## config.mk

```make
export PLATFORM = sky130hd
export DESIGN_NAME = ipc_ctrl
export DESIGN_NICKNAME = d
export VERILOG_FILES = /design/src/hw/ipc_pkg.sv /design/src/hw/ipc_ctrl.sv
export SDC_FILE = /design/constraint.sdc
export NUM_CORES = 1
export LEC_CHECK = 0
export ABC_AREA = 1
export BUFFER_PORTS_ARGS = -buffer_cell sky130_fd_sc_hd__buf_2
export CAP_MARGIN = 10
export CORE_MARGIN = 4
export CORE_UTILIZATION = 44
export CTS_BUF_LIST = sky130_fd_sc_hd__clkbuf_4 sky130_fd_sc_hd__clkbuf_8
export DETAILED_ROUTE_END_ITERATION = 12
export PLACE_DENSITY_LB_ADDON = 0.12
export SYNTH_ARGS = -nofsm -noshare
export SYNTH_HDL_FRONTEND = slang
export SYNTH_SLANG_ARGS = --single-unit
```

## constraint.sdc

```tcl
create_clock -name clk_i -period 1.4 [get_ports clk_i]
set_clock_uncertainty 0.05 [all_clocks]
set_input_delay 0.07 -clock clk_i [delete_from_list [all_inputs] [get_ports clk_i]]
set_output_delay 0.07 -clock clk_i [all_outputs]
set_load 0.005 [all_outputs]
```

## src/hw/ipc_pkg.sv

```systemverilog
// ============================================================
// Package for the interrupt priority control word
// ============================================================
// Holds offsets, field positions, reset values and slot types.
// Assumes a single 250 MHz clock domain with APB access.
package ipc_pkg;

    // ========================================================
    // Register map
    // ========================================================
    localparam logic [11:0] IPC_OFF_PRIORITY_CONTROL_WORD = 12'h000;
    localparam logic [11:0] IPC_OFF_PRIORITY_SUMMARY      = 12'h004;

    // ========================================================
    // Field layout within each byte of the control word
    // ========================================================
    localparam int IPC_SLOTS     = 4;
    localparam int IPC_PRIO_LSB  = 2;
    localparam int IPC_PRIO_W    = 3;
    localparam int IPC_SUB_LSB   = 0;
    localparam int IPC_SUB_W     = 2;
    localparam int IPC_SLOT_STEP = 8;

    // ========================================================
    // Reset values
    // ========================================================
    localparam logic [2:0]  IPC_PRIO_RESET = 3'h0;
    localparam logic [1:0]  IPC_SUB_RESET  = 2'h0;
    localparam logic [2:0]  IPC_PRIO_OFF   = 3'h0;
    localparam logic [31:0] IPC_READ_ZERO  = 32'h0000_0000;

    // One slot's settings
    typedef struct packed {
        logic [2:0] priority_level;
        logic [1:0] subpriority;
    } ipc_slot_t;

    // One slot's service view, as presented to the arbiter
    typedef struct packed {
        logic       enabled;
        logic [2:0] level;
        logic [1:0] sublevel;
    } ipc_service_t;

endpackage : ipc_pkg

```

## src/hw/ipc_ctrl.sv

```systemverilog
// ============================================================
// Interrupt priority control word with APB slave
// ============================================================
// Four slots, each with a priority and a subpriority field.
// Assumes an APB master on clk_i and a synchronous reset.
//
// Function
// - Priority zero disables the slot; it is never presented for service.
// - Nonzero priority one to seven is the level, seven highest.
// - Each slot has a two-bit subpriority, zero to three.
// - Priority fields at bits 28:26, 20:18, 12:10, 4:2.
// - Subpriority fields at bits 25:24, 17:16, 9:8, 1:0.
// - Top three bits of every byte ignore writes and read zero.
//
// The bus answers every transfer one cycle after its setup phase, with no
// wait states; a write lands at the edge that closes the access phase.
// A read-only summary word reports which slots are enabled.
module ipc_ctrl
    import ipc_pkg::*;
(
    input  wire logic                  clk_i,
    input  wire logic                  rst_i,
    input  wire logic                  psel_i,
    input  wire logic                  penable_i,
    input  wire logic                  pwrite_i,
    input  wire logic [11:0]           paddr_i,
    input  wire logic [31:0]           pwdata_i,
    input  wire logic [3:0]            pstrb_i,
    output logic      [31:0]           prdata_o,
    output logic                       pready_o,
    output logic                       pslverr_o,
    output ipc_service_t [IPC_SLOTS-1:0] service_o,
    output logic      [IPC_SLOTS-1:0]  enabled_o
);

    // ========================================================
    // Slot storage
    // ========================================================
    // Stored fields and their next values
    ipc_slot_t [IPC_SLOTS-1:0] slot;
    ipc_slot_t [IPC_SLOTS-1:0] next_slot;
    ipc_service_t [IPC_SLOTS-1:0] next_service;
    logic [IPC_SLOTS-1:0]      next_enabled;
    logic [31:0]               next_prdata;
    logic                      next_pready;
    logic                      next_pslverr;
    // Bus decode
    logic                      setup;
    logic                      access_wr;
    logic                      hit_word;
    logic                      hit_sum;

    // ========================================================
    // Elaboration checks
    // ========================================================
    // The slots must fit the word and each field must fit its byte
    if (IPC_SLOTS * IPC_SLOT_STEP > 32) begin : g_bad_slots
        $error("Slot count does not fit the control word");
    end
    if (IPC_PRIO_LSB + IPC_PRIO_W > IPC_SLOT_STEP - 3) begin : g_bad_prio
        $error("Priority field reaches the unimplemented bits");
    end
    if (IPC_SUB_LSB + IPC_SUB_W > IPC_PRIO_LSB) begin : g_bad_sub
        $error("Subpriority field overlaps the priority field");
    end

    // Setup phase; the answer comes in the following access cycle
    assign setup     = psel_i && !penable_i;
    // A write lands only at the edge that closes the access phase, so a
    // transfer abandoned before pready never alters a slot
    assign access_wr = psel_i && penable_i && pready_o && pwrite_i;
    assign hit_word  = paddr_i == IPC_OFF_PRIORITY_CONTROL_WORD;
    assign hit_sum   = paddr_i == IPC_OFF_PRIORITY_SUMMARY;

    // Field writes, byte lanes honoured; only implemented bits kept.
    // A lane whose strobe is low keeps its slot as it was.
    always_comb begin
        next_slot = slot;
        for (int i = 0; i < IPC_SLOTS; i++) begin
            if (access_wr && hit_word && pstrb_i[i]) begin
                next_slot[i].priority_level =
                    pwdata_i[i*IPC_SLOT_STEP+IPC_PRIO_LSB +: IPC_PRIO_W];
                next_slot[i].subpriority =
                    pwdata_i[i*IPC_SLOT_STEP+IPC_SUB_LSB +: IPC_SUB_W];
            end
        end
    end

    // Reset clears every field
    always_ff @(posedge clk_i) begin
        if (rst_i) begin
            for (int i = 0; i < IPC_SLOTS; i++) begin
                slot[i].priority_level <= IPC_PRIO_RESET;
                slot[i].subpriority    <= IPC_SUB_RESET;
            end
        end else begin
            slot <= next_slot;
        end
    end

    // ========================================================
    // Service view per slot
    // ========================================================
    // Views are built from the next values, so they change on the same
    // edge as the stored fields and never lag a write by a cycle
    genvar g;
    generate
        for (g = 0; g < IPC_SLOTS; g++) begin : g_service
            assign next_enabled[g] = next_slot[g].priority_level != IPC_PRIO_OFF;
            assign next_service[g].enabled = next_enabled[g];
            assign next_service[g].level = next_slot[g].priority_level;
            assign next_service[g].sublevel = next_slot[g].subpriority;
        end
    endgenerate

    // Outputs follow the stored word in the same cycle it updates
    always_ff @(posedge clk_i) begin
        if (rst_i) begin
            service_o <= '0;
            enabled_o <= '0;
        end else begin
            service_o <= next_service;
            enabled_o <= next_enabled;
        end
    end

    // ========================================================
    // APB read path and answer
    // ========================================================
    // Every transfer is answered one cycle after setup, with no wait states;
    // unimplemented bits keep the zero default on every path
    always_comb begin
        next_prdata  = IPC_READ_ZERO;
        next_pready  = setup;
        next_pslverr = setup && !(hit_word || hit_sum);
        if (setup && !pwrite_i && hit_word) begin
            for (int i = 0; i < IPC_SLOTS; i++) begin
                next_prdata[i*IPC_SLOT_STEP+IPC_PRIO_LSB +: IPC_PRIO_W] =
                    slot[i].priority_level;
                next_prdata[i*IPC_SLOT_STEP+IPC_SUB_LSB +: IPC_SUB_W] =
                    slot[i].subpriority;
            end
        end else if (setup && !pwrite_i && hit_sum) begin
            next_prdata[IPC_SLOTS-1:0] = enabled_o; // Enabled slot summary
        end
    end

    // Answer registers
    always_ff @(posedge clk_i) begin
        if (rst_i) begin
            prdata_o  <= IPC_READ_ZERO;
            pready_o  <= 1'b0;
            pslverr_o <= 1'b0;
        end else begin
            prdata_o  <= next_prdata;
            pready_o  <= next_pready;
            pslverr_o <= next_pslverr;
        end
    end

    // ========================================================
    // Checks
    // ========================================================
    generate
        for (g = 0; g < IPC_SLOTS; g++) begin : g_chk
            // Output enable flag follows the stored priority
            a_slot_disabled: assert property (@(posedge clk_i) disable iff (rst_i)
                enabled_o[g] == (slot[g].priority_level != IPC_PRIO_OFF))
                else $error("Slot enable does not match priority");
            // Service view repeats the same enable flag
            a_view_enable: assert property (@(posedge clk_i) disable iff (rst_i)
                service_o[g].enabled == enabled_o[g])
                else $error("Service enable differs from enable output");
            // Level and subpriority pass through unchanged
            a_level_passes: assert property (@(posedge clk_i) disable iff (rst_i)
                service_o[g].level == slot[g].priority_level)
                else $error("Service level differs from stored priority");
            a_sub_passes: assert property (@(posedge clk_i) disable iff (rst_i)
                service_o[g].sublevel == slot[g].subpriority)
                else $error("Service sublevel differs from stored subpriority");
            // A completed write leaves a slot alone unless its lane is strobed
            a_lane_kept: assert property (@(posedge clk_i) disable iff (rst_i)
                access_wr && !(hit_word && pstrb_i[g]) |=> slot[g] == $past(slot[g]))
                else $error("Slot changed without a strobed write");
        end
    endgenerate

    // Written fields land at the edge that closes the access phase
    a_write_prio: assert property (@(posedge clk_i) disable iff (rst_i)
        access_wr && hit_word && pstrb_i[3]
        |=> slot[3].priority_level == $past(pwdata_i[28:26]))
        else $error("Slot three priority not taken from bits 28:26");
    a_write_sub: assert property (@(posedge clk_i) disable iff (rst_i)
        access_wr && hit_word && pstrb_i[2]
        |=> slot[2].subpriority == $past(pwdata_i[17:16]))
        else $error("Slot two subpriority not taken from bits 17:16");
    // Read data carries each slot's fields at their byte positions
    a_read_prio: assert property (@(posedge clk_i) disable iff (rst_i)
        setup && !pwrite_i && hit_word |=> prdata_o[28:26] == $past(slot[3].priority_level))
        else $error("Slot three priority not read at bits 28:26");
    a_read_sub: assert property (@(posedge clk_i) disable iff (rst_i)
        setup && !pwrite_i && hit_word |=> prdata_o[1:0] == $past(slot[0].subpriority))
        else $error("Slot zero subpriority not read at bits 1:0");
    // Summary read reports one enable bit per slot
    a_sum_read: assert property (@(posedge clk_i) disable iff (rst_i)
        setup && !pwrite_i && hit_sum |=> prdata_o[IPC_SLOTS-1:0] == $past(enabled_o))
        else $error("Summary read differs from slot enables");
    // Unimplemented bits never read as one
    a_unused_zero: assert property (@(posedge clk_i) disable iff (rst_i)
        pready_o |-> (prdata_o & 32'hE0E0_E0E0) == 32'h0000_0000)
        else $error("Unimplemented bits read nonzero");
    // Reset clears the stored fields and both views
    a_reset_clear: assert property (@(posedge clk_i)
        rst_i |=> enabled_o == '0 && service_o == '0 && slot == '0)
        else $error("Slots not cleared by reset");
    // An unmapped address is answered with an error
    a_bad_addr: assert property (@(posedge clk_i) disable iff (rst_i)
        setup && !(hit_word || hit_sum) |=> pready_o && pslverr_o)
        else $error("Unmapped address not answered with an error");
    // One answer pulse per setup phase
    a_ready_pulse: assert property (@(posedge clk_i) disable iff (rst_i)
        setup |=> pready_o ##1 !pready_o)
        else $error("Answer not a single cycle after setup");

endmodule // ipc_ctrl

```

**Word-level counts from Yosys, hierarchy flattened**

Index checks and enable logic that the tools add are counted.

- Bitwise gates (word level): 1
- Reduce and logical (&&, ||, !) cells: 23
- Muxes and demuxes: 6
- Equal/unequal tests: 1

Operators by type and width:

| cell | count |
|---|---|
| $mux W5 | 4 |
| $logic_and A1 B1 Y1 | 13 |
| $eq A12 B3 Y1 const B | 1 |
| $logic_not A12 Y1 | 1 |
| $reduce_bool A3 Y1 | 4 |
| $mux W4 | 2 |
| $logic_not A1 Y1 | 3 |
| $reduce_or A2 Y1 | 1 |
| $logic_or A1 B1 Y1 | 1 |
| $not A1 Y1 | 1 |

- Register bits after elaboration: 62
- Word-level logic and storage cells: 49
- Output and inout bits: 62

**Depth between registers and ports, before layout**

Gate-level depths: netlist (run 1).

- Word-level depth: 7
- Depth in mapped cells: 8
- Mapped depth without buffers: 8

**Worst setup path before layout (run 1)**

No wires, ideal clock.

- Path type: reg-to-reg
- Start point: reg pready_o
- End point: reg enabled_o[0]
- Period minus slack after synthesis: 1.260 ns
- Stages on the path, launching flop included: 8
- Data arrival time: 1.088 ns
- Setup slack: 0.140 ns
- Cells stage by stage: dfxtp_1 -> nand3_1 -> nor2_4 -> nand3_4 -> nor2_2 -> nand2_1 -> nand3_1 -> nand3_1

- Word-level cells in the longest chain between the ends: 6

Ends and longest elaborated chain:

| item | RTL line | RTL |
|---|---|---|
| from (decl) | ipc_ctrl.sv:30 | `output logic pready_o,` |
| from (signal assigned) | ipc_ctrl.sv:156 | `pready_o <= next_pready;` |
| $logic_and A1 B1 Y1 (2 in a row) | ipc_ctrl.sv:71 | `assign access_wr = psel_i && penable_i && pready_o && pwrite_i;` |
| $logic_and A1 B1 Y1 (2 in a row) | ipc_ctrl.sv:80 | `if (access_wr && hit_word && pstrb_i[i]) begin` |
| $mux W5 | ipc_ctrl.sv:80 |  |
| $reduce_bool A3 Y1 | ipc_ctrl.sv:109 | `assign next_enabled[g] = next_slot[g].priority_level != IPC_PRIO_OFF;` |
| to (signal assigned) | ipc_ctrl.sv:123 | `enabled_o <= next_enabled;` |
| to (decl) | ipc_ctrl.sv:33 | `output logic [IPC_SLOTS-1:0] enabled_o` |

No other way between the ends. The select of a mux whose other input is x is not followed.
A chain may end at the register's enable or synchronous reset.

**Worst setup path in the final report (run 1)**

Ends and elaborated chain as after synthesis.

==> results.md, run 1 <==
- The post-route minimum period is 1.32 ns.
- The worst setup path is captured at a flop.
- After layout, the worst path uses 94.0% of the clock period.
- Timing would allow up to 0.760 GHz.
- The cell with the most instances after synthesis is inv_1.
- The number of antenna violations at the first check in global routing is 0.
- The pre-CTS worst setup slack is -0.00859 ns.
- By area the synthesized netlist is led by dfxtp_1 (49%), inv_1 (11%), buf_4 (6.4%).
- The hold path startpoint is pwdata_i[1].
- Setup slack on the worst reg-to-reg path comes out at 0.08 ns.
- The H-tree was split into 2 levels.
- The count of state elements after synthesis is 46.
- The most used flip-flop cell after synthesis is dfxtp_1.
- The clock-pin transition on the worst setup and hold timing paths is 0.08 ns.
- The endpoint arrival time on the critical path is 1.45 ns.
- The required time of the worst setup path is 1.54 ns.
- In the synthesized netlist the async set-or-reset flop fraction comes to 0%.
- Max-cap violations in this run came to 0.
- The effective utilization at floorplan is 46.3%.
- The run finished with clean final reports.
- The number of warning messages in the yosys log is 0.
- In this run the core area contains 23 standard-cell rows.
- After global routing the overflow that remains totals 0.
- The routability congestion estimate is 0.776.
- The depth of the worst register-to-register path is 7.
- The type of origin of the critical path is a flop.
- The detailed router's first-iteration violation count is 76.
- In this run the static leakage power is 1.49 nW.
- The count of input and output buffers is 90.
- The antenna diode instance count is 0.
- At the later pin of the worst-skew pair, clock insertion delay measures 0.29 ns.
- The HPWL after detailed placement is 3220 microns.
- Setup violations remaining at the end of the flow were counted as 0.
- The simple-gate share of the synthesized area is 26.8%.
- Of the total synthesized cell area, the portion taken by full adders, half adders and majority gates is 0%.
- Of all nets on the critical path, the largest fanout is 4.
- The post-synthesis mux area share is 0%.
- The synthesized netlist devotes 5.52% of its cell area to compound gates.
- The count of fill cells added during filler insertion is 378.
- Of the cells placed in the final design, the portion with a size suffix greater than 1 is 36.4%.
- The first-pass GRT wire length is 6420 microns.
- The floorplan step defined a die boundary enclosing 0.00538 sq mm.
- The critical path is of the reg -> reg type.
- After detailed routing, the number of remaining DRC violations is 0.
- The total power divided by cell area is 892 mW/mm^2.
- Setup repair after global routing left no endpoint under its margin.
- IR analysis of the VDD net gives a maximum drop of 0.000456 V.
- Along the worst hold path, the cell count comes to 3.
- The post-detailed-routing wire length is 4210 microns.
- Before antenna repair, the detailed router went through 4 iterations.
- A synthesized cell averages 8.07 sq um.
- The CTS tree is yes.
- The number of sinks driven by the clock tree is 46.
- The worst path meets setup with 0.0843 ns of slack.
- The dominant cell type by area after synthesis is dfxtp_1.
- In this run the worst hold path is classified as in -> reg.
- The number of buffers added by the clock tree synthesis step is 5.
- The routed via count is 1680.
- The path with the worst hold slack has its endpoint at service_o[1].
- 115 I/O pins were placed.
- The launching point of the worst reg2reg path is pready_o.
- The number of nets with antenna violations after detailed routing is 0.
- For this run, the number of standard cells in the final layout without fillers is 385.
- The number of cells produced by synthesis is 233.
- In this run the horizontal extent of the chip is 73.4 microns.
- After synthesis, the most frequently instantiated cells are inv_1 (53), dfxtp_1 (46), nand2_1 (32), nor2_1 (22), nand3_1 (19).
- The sequential fraction of the synthesis area is 49.0%.
- The cell total after placement is 368.
- After Yosys synthesis, XOR and XNOR cells account for 0% of the synthesized area.
- The number of enable flip-flop cells after synthesis is 0.
- Summing every instance area after synthesis gives 0.00188 sq mm.
- The area share of the largest cell type after synthesis is 49.0%.
- In the final design database the tool counted 387 nets.
- The max-slew violation count was 0.
- The core outline area is 0.00406 sq mm.
- The master cell of the clock root buffer is clkbuf_8.
- The maximum clock path buffer count is 2.
- The largest net degree at the start of global routing is 15.
- The post-synthesis to final-layout area growth is 35.1%.
- The all-layer global routing usage is 15.3%.
- In this run the vertical extent of the chip is 73.4 microns.
- The worst hold-check slack is 0.0161 ns.
- The final-report hold violation count is 0.
- In this run the critical register-to-register path is captured at enabled_o[0].
- The routed wirelength normalized by instance count is 10.9 microns.
- The number of global-route vias before repair was 1504.
- The netlist uses 26 different library cells.
- The largest family of logic cells by synthesized area is simple AND/OR/NAND/NOR gates.
- The ratio of routed vias to standard cells is 4.36.
## metrics by stage
stage | cell area, sq um | total power, W | setup TNS (ns) | utilization, %
floorplan | 1920 | 0.00142 | 0 | -
global placement | 2320 | 0.00147 | 0 | 57.2
detailed placement | 2320 | 0.00147 | -0.00859 | 57.2
CTS | 2490 | 0.00228 | 0 | 61.5
global route | 2540 | 0.00236 | 0 | 62.6
finish | 2540 | 0.00227 | 0 | 62.6
## worst max-delay path, stage by stage, from the launching register on
cell,delay [ns]
dfxtp_1,0.33
nand3_1,0.12
nor2_4,0.15
nand3_4,0.15
nor2_2,0.18
nand2_1,0.07
nand3_1,0.09
nand3_1,0.07
## where the power goes
part / leakage [nW] / internal (W) / switching [W] / total (W)
logic: 1.07 / 0.0000733 / 0.0000737 / 0.000147
registers: 0.371 / 0.00131 / 0.000000627 / 0.00131
clock network: 0.0486 / 0.000372 / 0.000437 / 0.000809
## cell type report
cell class / count / area, sq um / share of cell area (%)
Clock inverter: 2 / 13.8 / 0.542
Multi-Input combinational cell: 124 / 698 / 27.5
Inverter: 54 / 203 / 7.98
Tap cell: 50 / 62.6 / 2.46
Sequential cell: 46 / 921 / 36.3
Clock buffer: 6 / 76.3 / 3.00
Timing Repair Buffer: 103 / 566 / 22.3
## worst max path at each step
stage                     startpoint             to  slack [ns]  cells after the start
after floorplan             pready_o   enabled_o[0]        0.14                      7
after global placement      pready_o  service_o[23]        0.03                      7
after detailed placement    pready_o   enabled_o[0]      -0.009                      7
after CTS                   pready_o   enabled_o[1]        0.01                      7
after global routing        pready_o   enabled_o[0]      0.0003                      7
final                       pready_o   enabled_o[0]        0.08                      7
## per-layer routing
metal	vias up	global-route usage, %	wire, microns
met5	-	0	0
met4	0	5.23	31
met3	4	3.42	324
met2	63	27.3	2110
met1	738	18.0	1750
li1	875	-	-
## cell usage in the layout, fill, tap and decap left out
cell,count
o22ai_1,3
clkinv_2,1
nand2_4,1
inv_2,1
conb_1,12
nor2_8,2
and2_1,1
or2_4,1
clkinv_4,1
inv_1,53
nand2_1,30
nand2_2,3
o21ai_1,9
buf_2,90
nand4_4,4
nand3b_1,1
nand3_4,1
nor2_4,4
nor2_1,22
dlygate4sd3_1,7
nand3_1,19
a21oi_1,8
nor3b_1,1
clkbuf_4,1
nor2_2,1
nor3_1,1
buf_4,6
clkbuf_8,5
dfxtp_1,46
## sequential cells by signal, summed over array words and instances, names as in the netlist
register and flops:
service_o 21, prdata_o 20, enabled_o 3, pready_o 1, pslverr_o 1
## what timing repair did
item | 4_1_cts | 5_1_grt
hold buffers | 7 | 0
endpoints found under the hold margin | 7 | 0
pin swaps | 1 | 1
resized for setup | 0 | 7
setup endpoints to repair | 2 | 24
buffers inserted | 2 | 0
## cells by family (layout without fill, tap and decap cells)
| family | Yosys count | in the layout |
|---|---|---|
| other cells | 1 | 12 |
| buf+inv | 74 | 165 |
| compound gates | 20 | 20 |
| simple gates | 92 | 92 |
| flops | 46 | 46 |
No activity file was read; power rests on OpenSTA's default activity.
==> run 2: changes to the inputs <==
CORE_MARGIN = not set   (was 4)
TNS_END_PERCENT = 100   (was not set)
==> run 2 against run 1 <==
  * Wire length fell by 5.5%
  * Cell count rose by 0.26%
  * Critical path depth did not move
  * Design area rose by 0.74%
  * Power rose by 1.4%
  * Sequential power barely moved
  * Combinational power barely moved
  * Hold slack barely moved
  * Largest cell class unchanged
  * Largest power group unchanged
  * Highest routed layer unchanged
==> results.md, run 2 (same netlist as run 1, synthesis figures left out) <==
- The endpoint arrival time on the critical path is 1.45 ns (about the same).
- Unrepaired setup endpoints after global routing: no (unchanged).
- The count of input and output buffers is 90 (unchanged).
- The detailed router's first-iteration violation count is 66 (was 76).
- CP cell instances: nand3_2 > nor2_4 > buf_4 > nand4_4 > nand2_1 > nand3_1 > nand3_1 (was nand3_1 > nor2_4 > nand3_4 > nor2_2 > nand2_1 > nand3_1 > nand3_1).
- The number of antenna violations at the first check in global routing was 0 (unchanged).
- The type of element capturing the critical path was a flop (unchanged).
- The core outline area is 0.00406 sq mm (unchanged).
- Largest registers: service_o x21, prdata_o x20, enabled_o x3 (unchanged).
- The first-pass iteration count of the detailed router came to 4 (unchanged).
- The total power divided by cell area was 898 mW/mm^2 (was 892 mW/mm^2).
- The ratio of routed vias to standard cells is 4.29 (was 4.36).
- The share of cells above drive strength 1 is 36.6% (was 36.4%).
- The worst hold-check slack was 0.0156 ns (was 0.0161 ns).
- The routability congestion estimate came to 0.771 (was 0.776).
- The utilization of the core after routing came to 63.1% (was 62.6%).
- The class of the most critical hold timing path is in -> reg (unchanged).
- Highest-count cells in the layout ignoring fill and taps: buf_2 (90), inv_1 (53), dfxtp_1 (45), nand2_1 (32), nor2_1 (22) (was buf_2 (90), inv_1 (53), dfxtp_1 (46), nand2_1 (30), nor2_1 (22)).
- The number of max-cap violations is 0 (unchanged).
- The routed via count is 1655 (was 1680).
- The maximum fanout along the worst path is 7 (was 4).
- The final net count came to 388 (was 387).
- The worst-path cell with the longest stage delay is dfxtp_2 (was dfxtp_1).
- The fraction of the cycle the final worst path needs is 90.1% (was 94.0%).
- The worst IR drop on VDD was 0.000592 V (was 0.000456 V).
- The HPWL reported at the end of detailed placement is 2960 microns (was 3220 microns).
- The effective utilization at floorplan came to 46.3% (unchanged).
- The type of origin of the critical path was a flop (unchanged).
- The setup violation total in the final timing report is 0 (unchanged).
- The routed wirelength normalized by instance count is 10.3 microns (was 10.9 microns).
- The clock network latency to the later pin of the worst-skew pair is 0.29 ns (about the same).
- The remaining design rule violation count is 0 (unchanged).
- The number of global-route vias before repair was 1465 (was 1504).
- The most numerous cell on the critical path is nand3_1 (unchanged).
- The number of nets with antenna violations after detailed routing is 0 (unchanged).
- The largest net degree at the start of global routing came to 14 (was 15).
- The number of buffers added by the clock tree synthesis step is 5 (unchanged).
- The post-synthesis to final-layout area growth is 36.1% (was 35.1%).
- The leakage power is 1.50 nW (was 1.49 nW).
- The master cell of the clock root buffer is clkbuf_8 (unchanged).
- The total negative slack is 0 ns (unchanged).
- The flip-flop count of the largest register, all copies and words added is 21 (unchanged).
- The clock-pin transition on the worst setup and hold timing paths was 0.08 ns (about the same).
- The post-detailed-routing wire length is 3980 microns (was 4210 microns).
- Result of the run: completed (unchanged).
- The most common cell after layout, fill and taps aside was buf_2 (unchanged).
- The die span in y is 67.4 microns (was 73.4 microns).
- The total power consumption of the routed design is 0.00230 W (was 0.00227 W).
- The total grt overflow is 0 (unchanged).
- The area enclosed by the die boundary is 0.00454 sq mm (was 0.00538 sq mm).
- The boundary pin count came to 115 (unchanged).
- The maximum clock path buffer count came to 2 (unchanged).
- The required time of the worst setup path is 1.59 ns (was 1.54 ns).
- The largest register by flop count is service_o (unchanged).
- The max-slew violation count is 0 (unchanged).
- The antenna diode instance count is 0 (unchanged).
- The maximum cell stage delay along the critical path was 0.34 ns (was 0.33 ns).
- The count of standard-cell rows is 23 (unchanged).
- The post-route minimum period came to 1.26 ns (was 1.32 ns).
- The CTS tree is yes (unchanged).
- The final-report hold violation count is 0 (unchanged).
- The critical path class is reg -> reg (unchanged).
- The number of sinks driven by the clock tree is 46 (unchanged).
- The maximum operating frequency is 0.792 GHz (was 0.760 GHz).
- The count of H-tree levels built during CTS came to 2 (unchanged).
- The first-pass GRT wire length is 6290 microns (was 6420 microns).
- The all-layer global routing usage is 18.8% (was 15.3%).
- The x dimension of the die is 67.4 microns (was 73.4 microns).
==> run 2: cell types whose count changed in the layout (fill, tap and decap cells not counted), sizes merged <==
| cell | change |
|---|---|
| buf | +1 |
| clkbuf | +1 |
| clkinv | -1 |
==> run 2: final cells by class <==
cell class / count / area, sq um
Fill cell: 364 / 1500
Sequential cell: 46 / 922
Multi-Input combinational cell: 124 / 703
Timing Repair Buffer: 104 / 573
Inverter: 54 / 203
Clock buffer: 7 / 90.1
Tap cell: 50 / 62.6
Clock inverter: 1 / 5.00
==> run 2: worst paths after layout <==
| kind | end | slack (ns) | cells past startpoint | start |
|---|---|---|---|---|
| max reg2reg | enabled_o[1] | 0.14 | 7 | pready_o |
| max | enabled_o[1] | 0.14 | 7 | pready_o |
| min reg2reg | prdata_o[12] | 0.40 | 2 | service_o[10] |
| min | service_o[1] | 0.02 | 3 | pwdata_i[1] |
==> run 2: power breakdown <==
group          switching [W]  internal, W  total (W)
registers        0.000000959      0.00131    0.00131
logic              0.0000748    0.0000736   0.000148
clock network       0.000422     0.000418   0.000839
==> run 2: critical path: cells and delay by family, from the launching register on <==
family | cells | cell delay, ns
simple gates | 6 | 0.66
buf+inv | 1 | 0.16
flops | 1 | 0.34
==> run 2: repair_timing <==
item | CTS | global route
resized for setup | 1 | 7
hold buffers | 7 | 0
endpoints found under the hold margin | 7 | 0
setup buffers | 2 | 0
endpoints found under the setup margin | 1 | 22
pin swaps | 1 | 1
==> run 2: metal layers <==
layer / wire length, microns / track usage [%] / up-vias
li1: - / - / 873
met1: 1750 / 22.0 / 718
met2: 1930 / 32.0 / 56
met3: 231 / 4.56 / 8
met4: 70 / 8.78 / 0
met5: 0 / 0 / -
==> run 2: metrics by stage <==
step                setup WS [ns]  cell area, sq um  cells
finish                      0.138              2560    386
global route            0.0000614              2560    386
CTS                       0.00861              2520    386
detailed placement       -0.00438              2330    369
global placement           0.0354              2330    369
floorplan                   0.140              1920    244
==> run 3: changes to the inputs <==
CORE_UTILIZATION = 48   (was 44)
clock period = 1.5 ns   (was 1.4 ns; I/O delays follow)
==> run 3 against run 2 <==
  * Design area fell by 2.4%
  * Die area fell by 8.1%
  * Core utilization rose by 4.1 points
  * Critical endpoint is now enabled_o[2]
  * Largest cell class unchanged
==> results.md, run 3 (same netlist as run 1, synthesis figures left out) <==
- The max-slew violation count is 0 (unchanged).
- The total power divided by cell area is 850 mW/mm^2 (was 898 mW/mm^2).
- The area enclosed by the die boundary came to 0.00417 sq mm (was 0.00454 sq mm).
- The number of global-route vias before repair was 1642 (was 1465).
- Largest registers: service_o x21, prdata_o x20, enabled_o x3 (unchanged).
- The maximum clock path buffer count came to 2 (unchanged).
- The first-pass GRT wire length is 6680 microns (was 6290 microns).
- The type of origin of the critical path is a flop (unchanged).
- The total negative slack is 0 ns (unchanged).
- The final-report hold violation count is 0 (unchanged).
- The number of antenna violations at the first check in global routing is 0 (unchanged).
- The count of H-tree levels built during CTS is 2 (unchanged).
- The number of max-cap violations is 0 (unchanged).
- Result of the run: completed (unchanged).
- The worst IR drop on VDD is 0.000608 V (was 0.000592 V).
- The total power consumption of the routed design is 0.00212 W (was 0.00230 W).
- The boundary pin count is 115 (unchanged).
- The ratio of routed vias to standard cells was 4.39 (was 4.29).
- The largest register by flop count is service_o (unchanged).
- The fraction of the cycle the final worst path needs is 91.6% (was 90.1%).
- The flip-flop count of the largest register, all copies and words added is 21 (unchanged).
- The first-pass iteration count of the detailed router came to 4 (unchanged).
- The utilization of the core after routing is 67.2% (was 63.1%).
- The type of element capturing the critical path is a flop (unchanged).
- The clock-pin transition on the worst setup and hold timing paths is 0.08 ns (about the same).
- The maximum operating frequency is 0.728 GHz (was 0.792 GHz).
- The beginning of the critical path is pready_o (unchanged).
- The share of cells above drive strength 1 is 35.8% (was 36.6%).
- Highest-count cells in the layout ignoring fill and taps: buf_2 (90), inv_1 (53), dfxtp_1 (46), nand2_1 (32), nor2_1 (22) (was buf_2 (90), inv_1 (53), dfxtp_1 (45), nand2_1 (32), nor2_1 (22)).
- The critical path class is reg -> reg (unchanged).
- The area of all placed cells without fillers is 0.00250 sq mm (was 0.00256 sq mm).
- The post-synthesis to final-layout area growth is 32.8% (was 36.1%).
- The count of input and output buffers is 90 (unchanged).
- The antenna diode instance count is 0 (unchanged).
- The core outline area is 0.00372 sq mm (was 0.00406 sq mm).
- The CTS tree is yes (unchanged).
- The post-cts resize count is 0 (was 1).
- The count of standard-cell rows is 22 (was 23).
- The total grt overflow is 0 (unchanged).
- The depth of the worst register-to-register path is 7 (unchanged).
- The clock network latency to the later pin of the worst-skew pair is 0.29 ns (about the same).
- The setup violation total in the final timing report is 0 (unchanged).
- The endpoint arrival time on the critical path is 1.56 ns (was 1.45 ns).
- The effective utilization at floorplan came to 50.6% (was 46.3%).
- The final net count is 387 (was 388).
- The all-layer global routing usage is 20.6% (was 18.8%).
- The smallest setup slack after layout is 0.126 ns (was 0.138 ns).
- The detailed router's first-iteration violation count came to 109 (was 66).
- The remaining design rule violation count is 0 (unchanged).
- The maximum fanout along the worst path is 7 (unchanged).
- The pre-CTS worst setup slack is 0.113 ns (was -0.00438 ns).
- The count of fill cells added during filler insertion is 338 (was 364).
- The worst reg2reg path endpoint is enabled_o[2] (was enabled_o[1]).
- The area of the multi-input gates is 653 sq um (was 703 sq um).
- The routability congestion estimate was 0.746 (was 0.771).
- The launching point of the worst reg2reg path is pready_o (unchanged).
- The die span in y is 64.6 microns (was 67.4 microns).
- The required time of the worst setup path is 1.69 ns (was 1.59 ns).
- The x dimension of the die was 64.6 microns (was 67.4 microns).
- The flip-flop and latch area was 921 sq um (was 922 sq um).
- The master cell of the clock root buffer is clkbuf_8 (unchanged).
- The largest net degree at the start of global routing is 15 (was 14).
- The class of the most critical hold timing path is in -> reg (unchanged).
- The number of sinks driven by the clock tree came to 46 (unchanged).
- The most common cell after layout, fill and taps aside is buf_2 (unchanged).
- The number of nets with antenna violations after detailed routing is 0 (unchanged).
- The leakage power is 1.48 nW (was 1.50 nW).
- The post-route minimum period is 1.37 ns (was 1.26 ns).
- The placement-stage cell area is 0.00232 sq mm (was 0.00233 sq mm).
- The endpoint of the most critical setup path is enabled_o[2] (was enabled_o[1]).
- The routed via count is 1680 (was 1655).
- The routed wirelength normalized by instance count came to 10.1 microns (was 10.3 microns).
- The post-detailed-routing wire length is 3850 microns (was 3980 microns).
- The number of buffers added by the clock tree synthesis step is 5 (unchanged).
- Unrepaired setup endpoints after global routing: yes (was no).
- The worst setup slack for register-to-register paths is 0.13 ns (was 0.14 ns).
- The HPWL reported at the end of detailed placement is 2850 microns (was 2960 microns).
## run 3: cell type report
type	instances	share of cell area, %
inverters	54	8.12
flip-flops and latches	46	36.9
well taps	48	2.40
clock inverters	2	0.501
clock buffers	6	3.31
multi-input cells	124	26.2
repair buffers	103	22.6
## run 3: power by group
group	leakage [nW]	switching [W]	internal (W)	total (W)
clock network	0.0472	0.000398	0.000370	0.000768
registers	0.371	0.000000778	0.00122	0.00122
logic	1.06	0.0000636	0.0000682	0.000132
total	1.48	0.000462	0.00166	0.00212
## run 3: what timing repair did
item | 4_1_cts | 5_1_grt
setup endpoints to repair | 0 | 2
buffers inserted | 0 | 2
hold buffers | 7 | 0
endpoints found under the hold margin | 7 | 0
## run 3: through the flow
| step | std cells | hold WS [ns] |
|---|---|---|
| after detailed placement | 366 | 0.298 |
| final | 383 | 0.0133 |
| after CTS | 381 | 0.00770 |
| after global routing | 383 | 0.0324 |
| after global placement | 366 | 0.291 |
| after floorplan | 244 | 0.179 |
## run 3: metal layers
layer | up-vias | routed length, microns | track usage, %
met4 | 0 | 36 | 6.94
met2 | 56 | 1900 | 38.0
met1 | 740 | 1670 | 22.9
met3 | 5 | 239 | 4.93
li1 | 879 | - | -
met5 | - | 0 | 0
## run 3: how the worst min path moves through the flow
| stage | from | endpoint | slack [ns] | cells after the start |
|---|---|---|---|---|
| 3_3_place_gp | pwdata_i[8] | service_o[6] | 0.29 | 3 |
| 3_5_place_dp | pwdata_i[1] | service_o[1] | 0.30 | 3 |
| 6_report | pwdata_i[0] | service_o[0] | 0.01 | 3 |
| 5_1_grt | pwdata_i[0] | service_o[0] | 0.03 | 3 |
| 4_1_cts | pwdata_i[0] | service_o[0] | 0.008 | 3 |
| 2_1_floorplan | psel_i | pready_o | 0.18 | 2 |
## run 3: worst max-delay path: stages (launching register included)
cell     delay, ns
dfxtp_1       0.32
nand3_1       0.11
nor2_4        0.19
buf_4         0.14
nand4_2       0.20
nand2_1       0.12
nand3_1       0.11
nand3_1       0.08
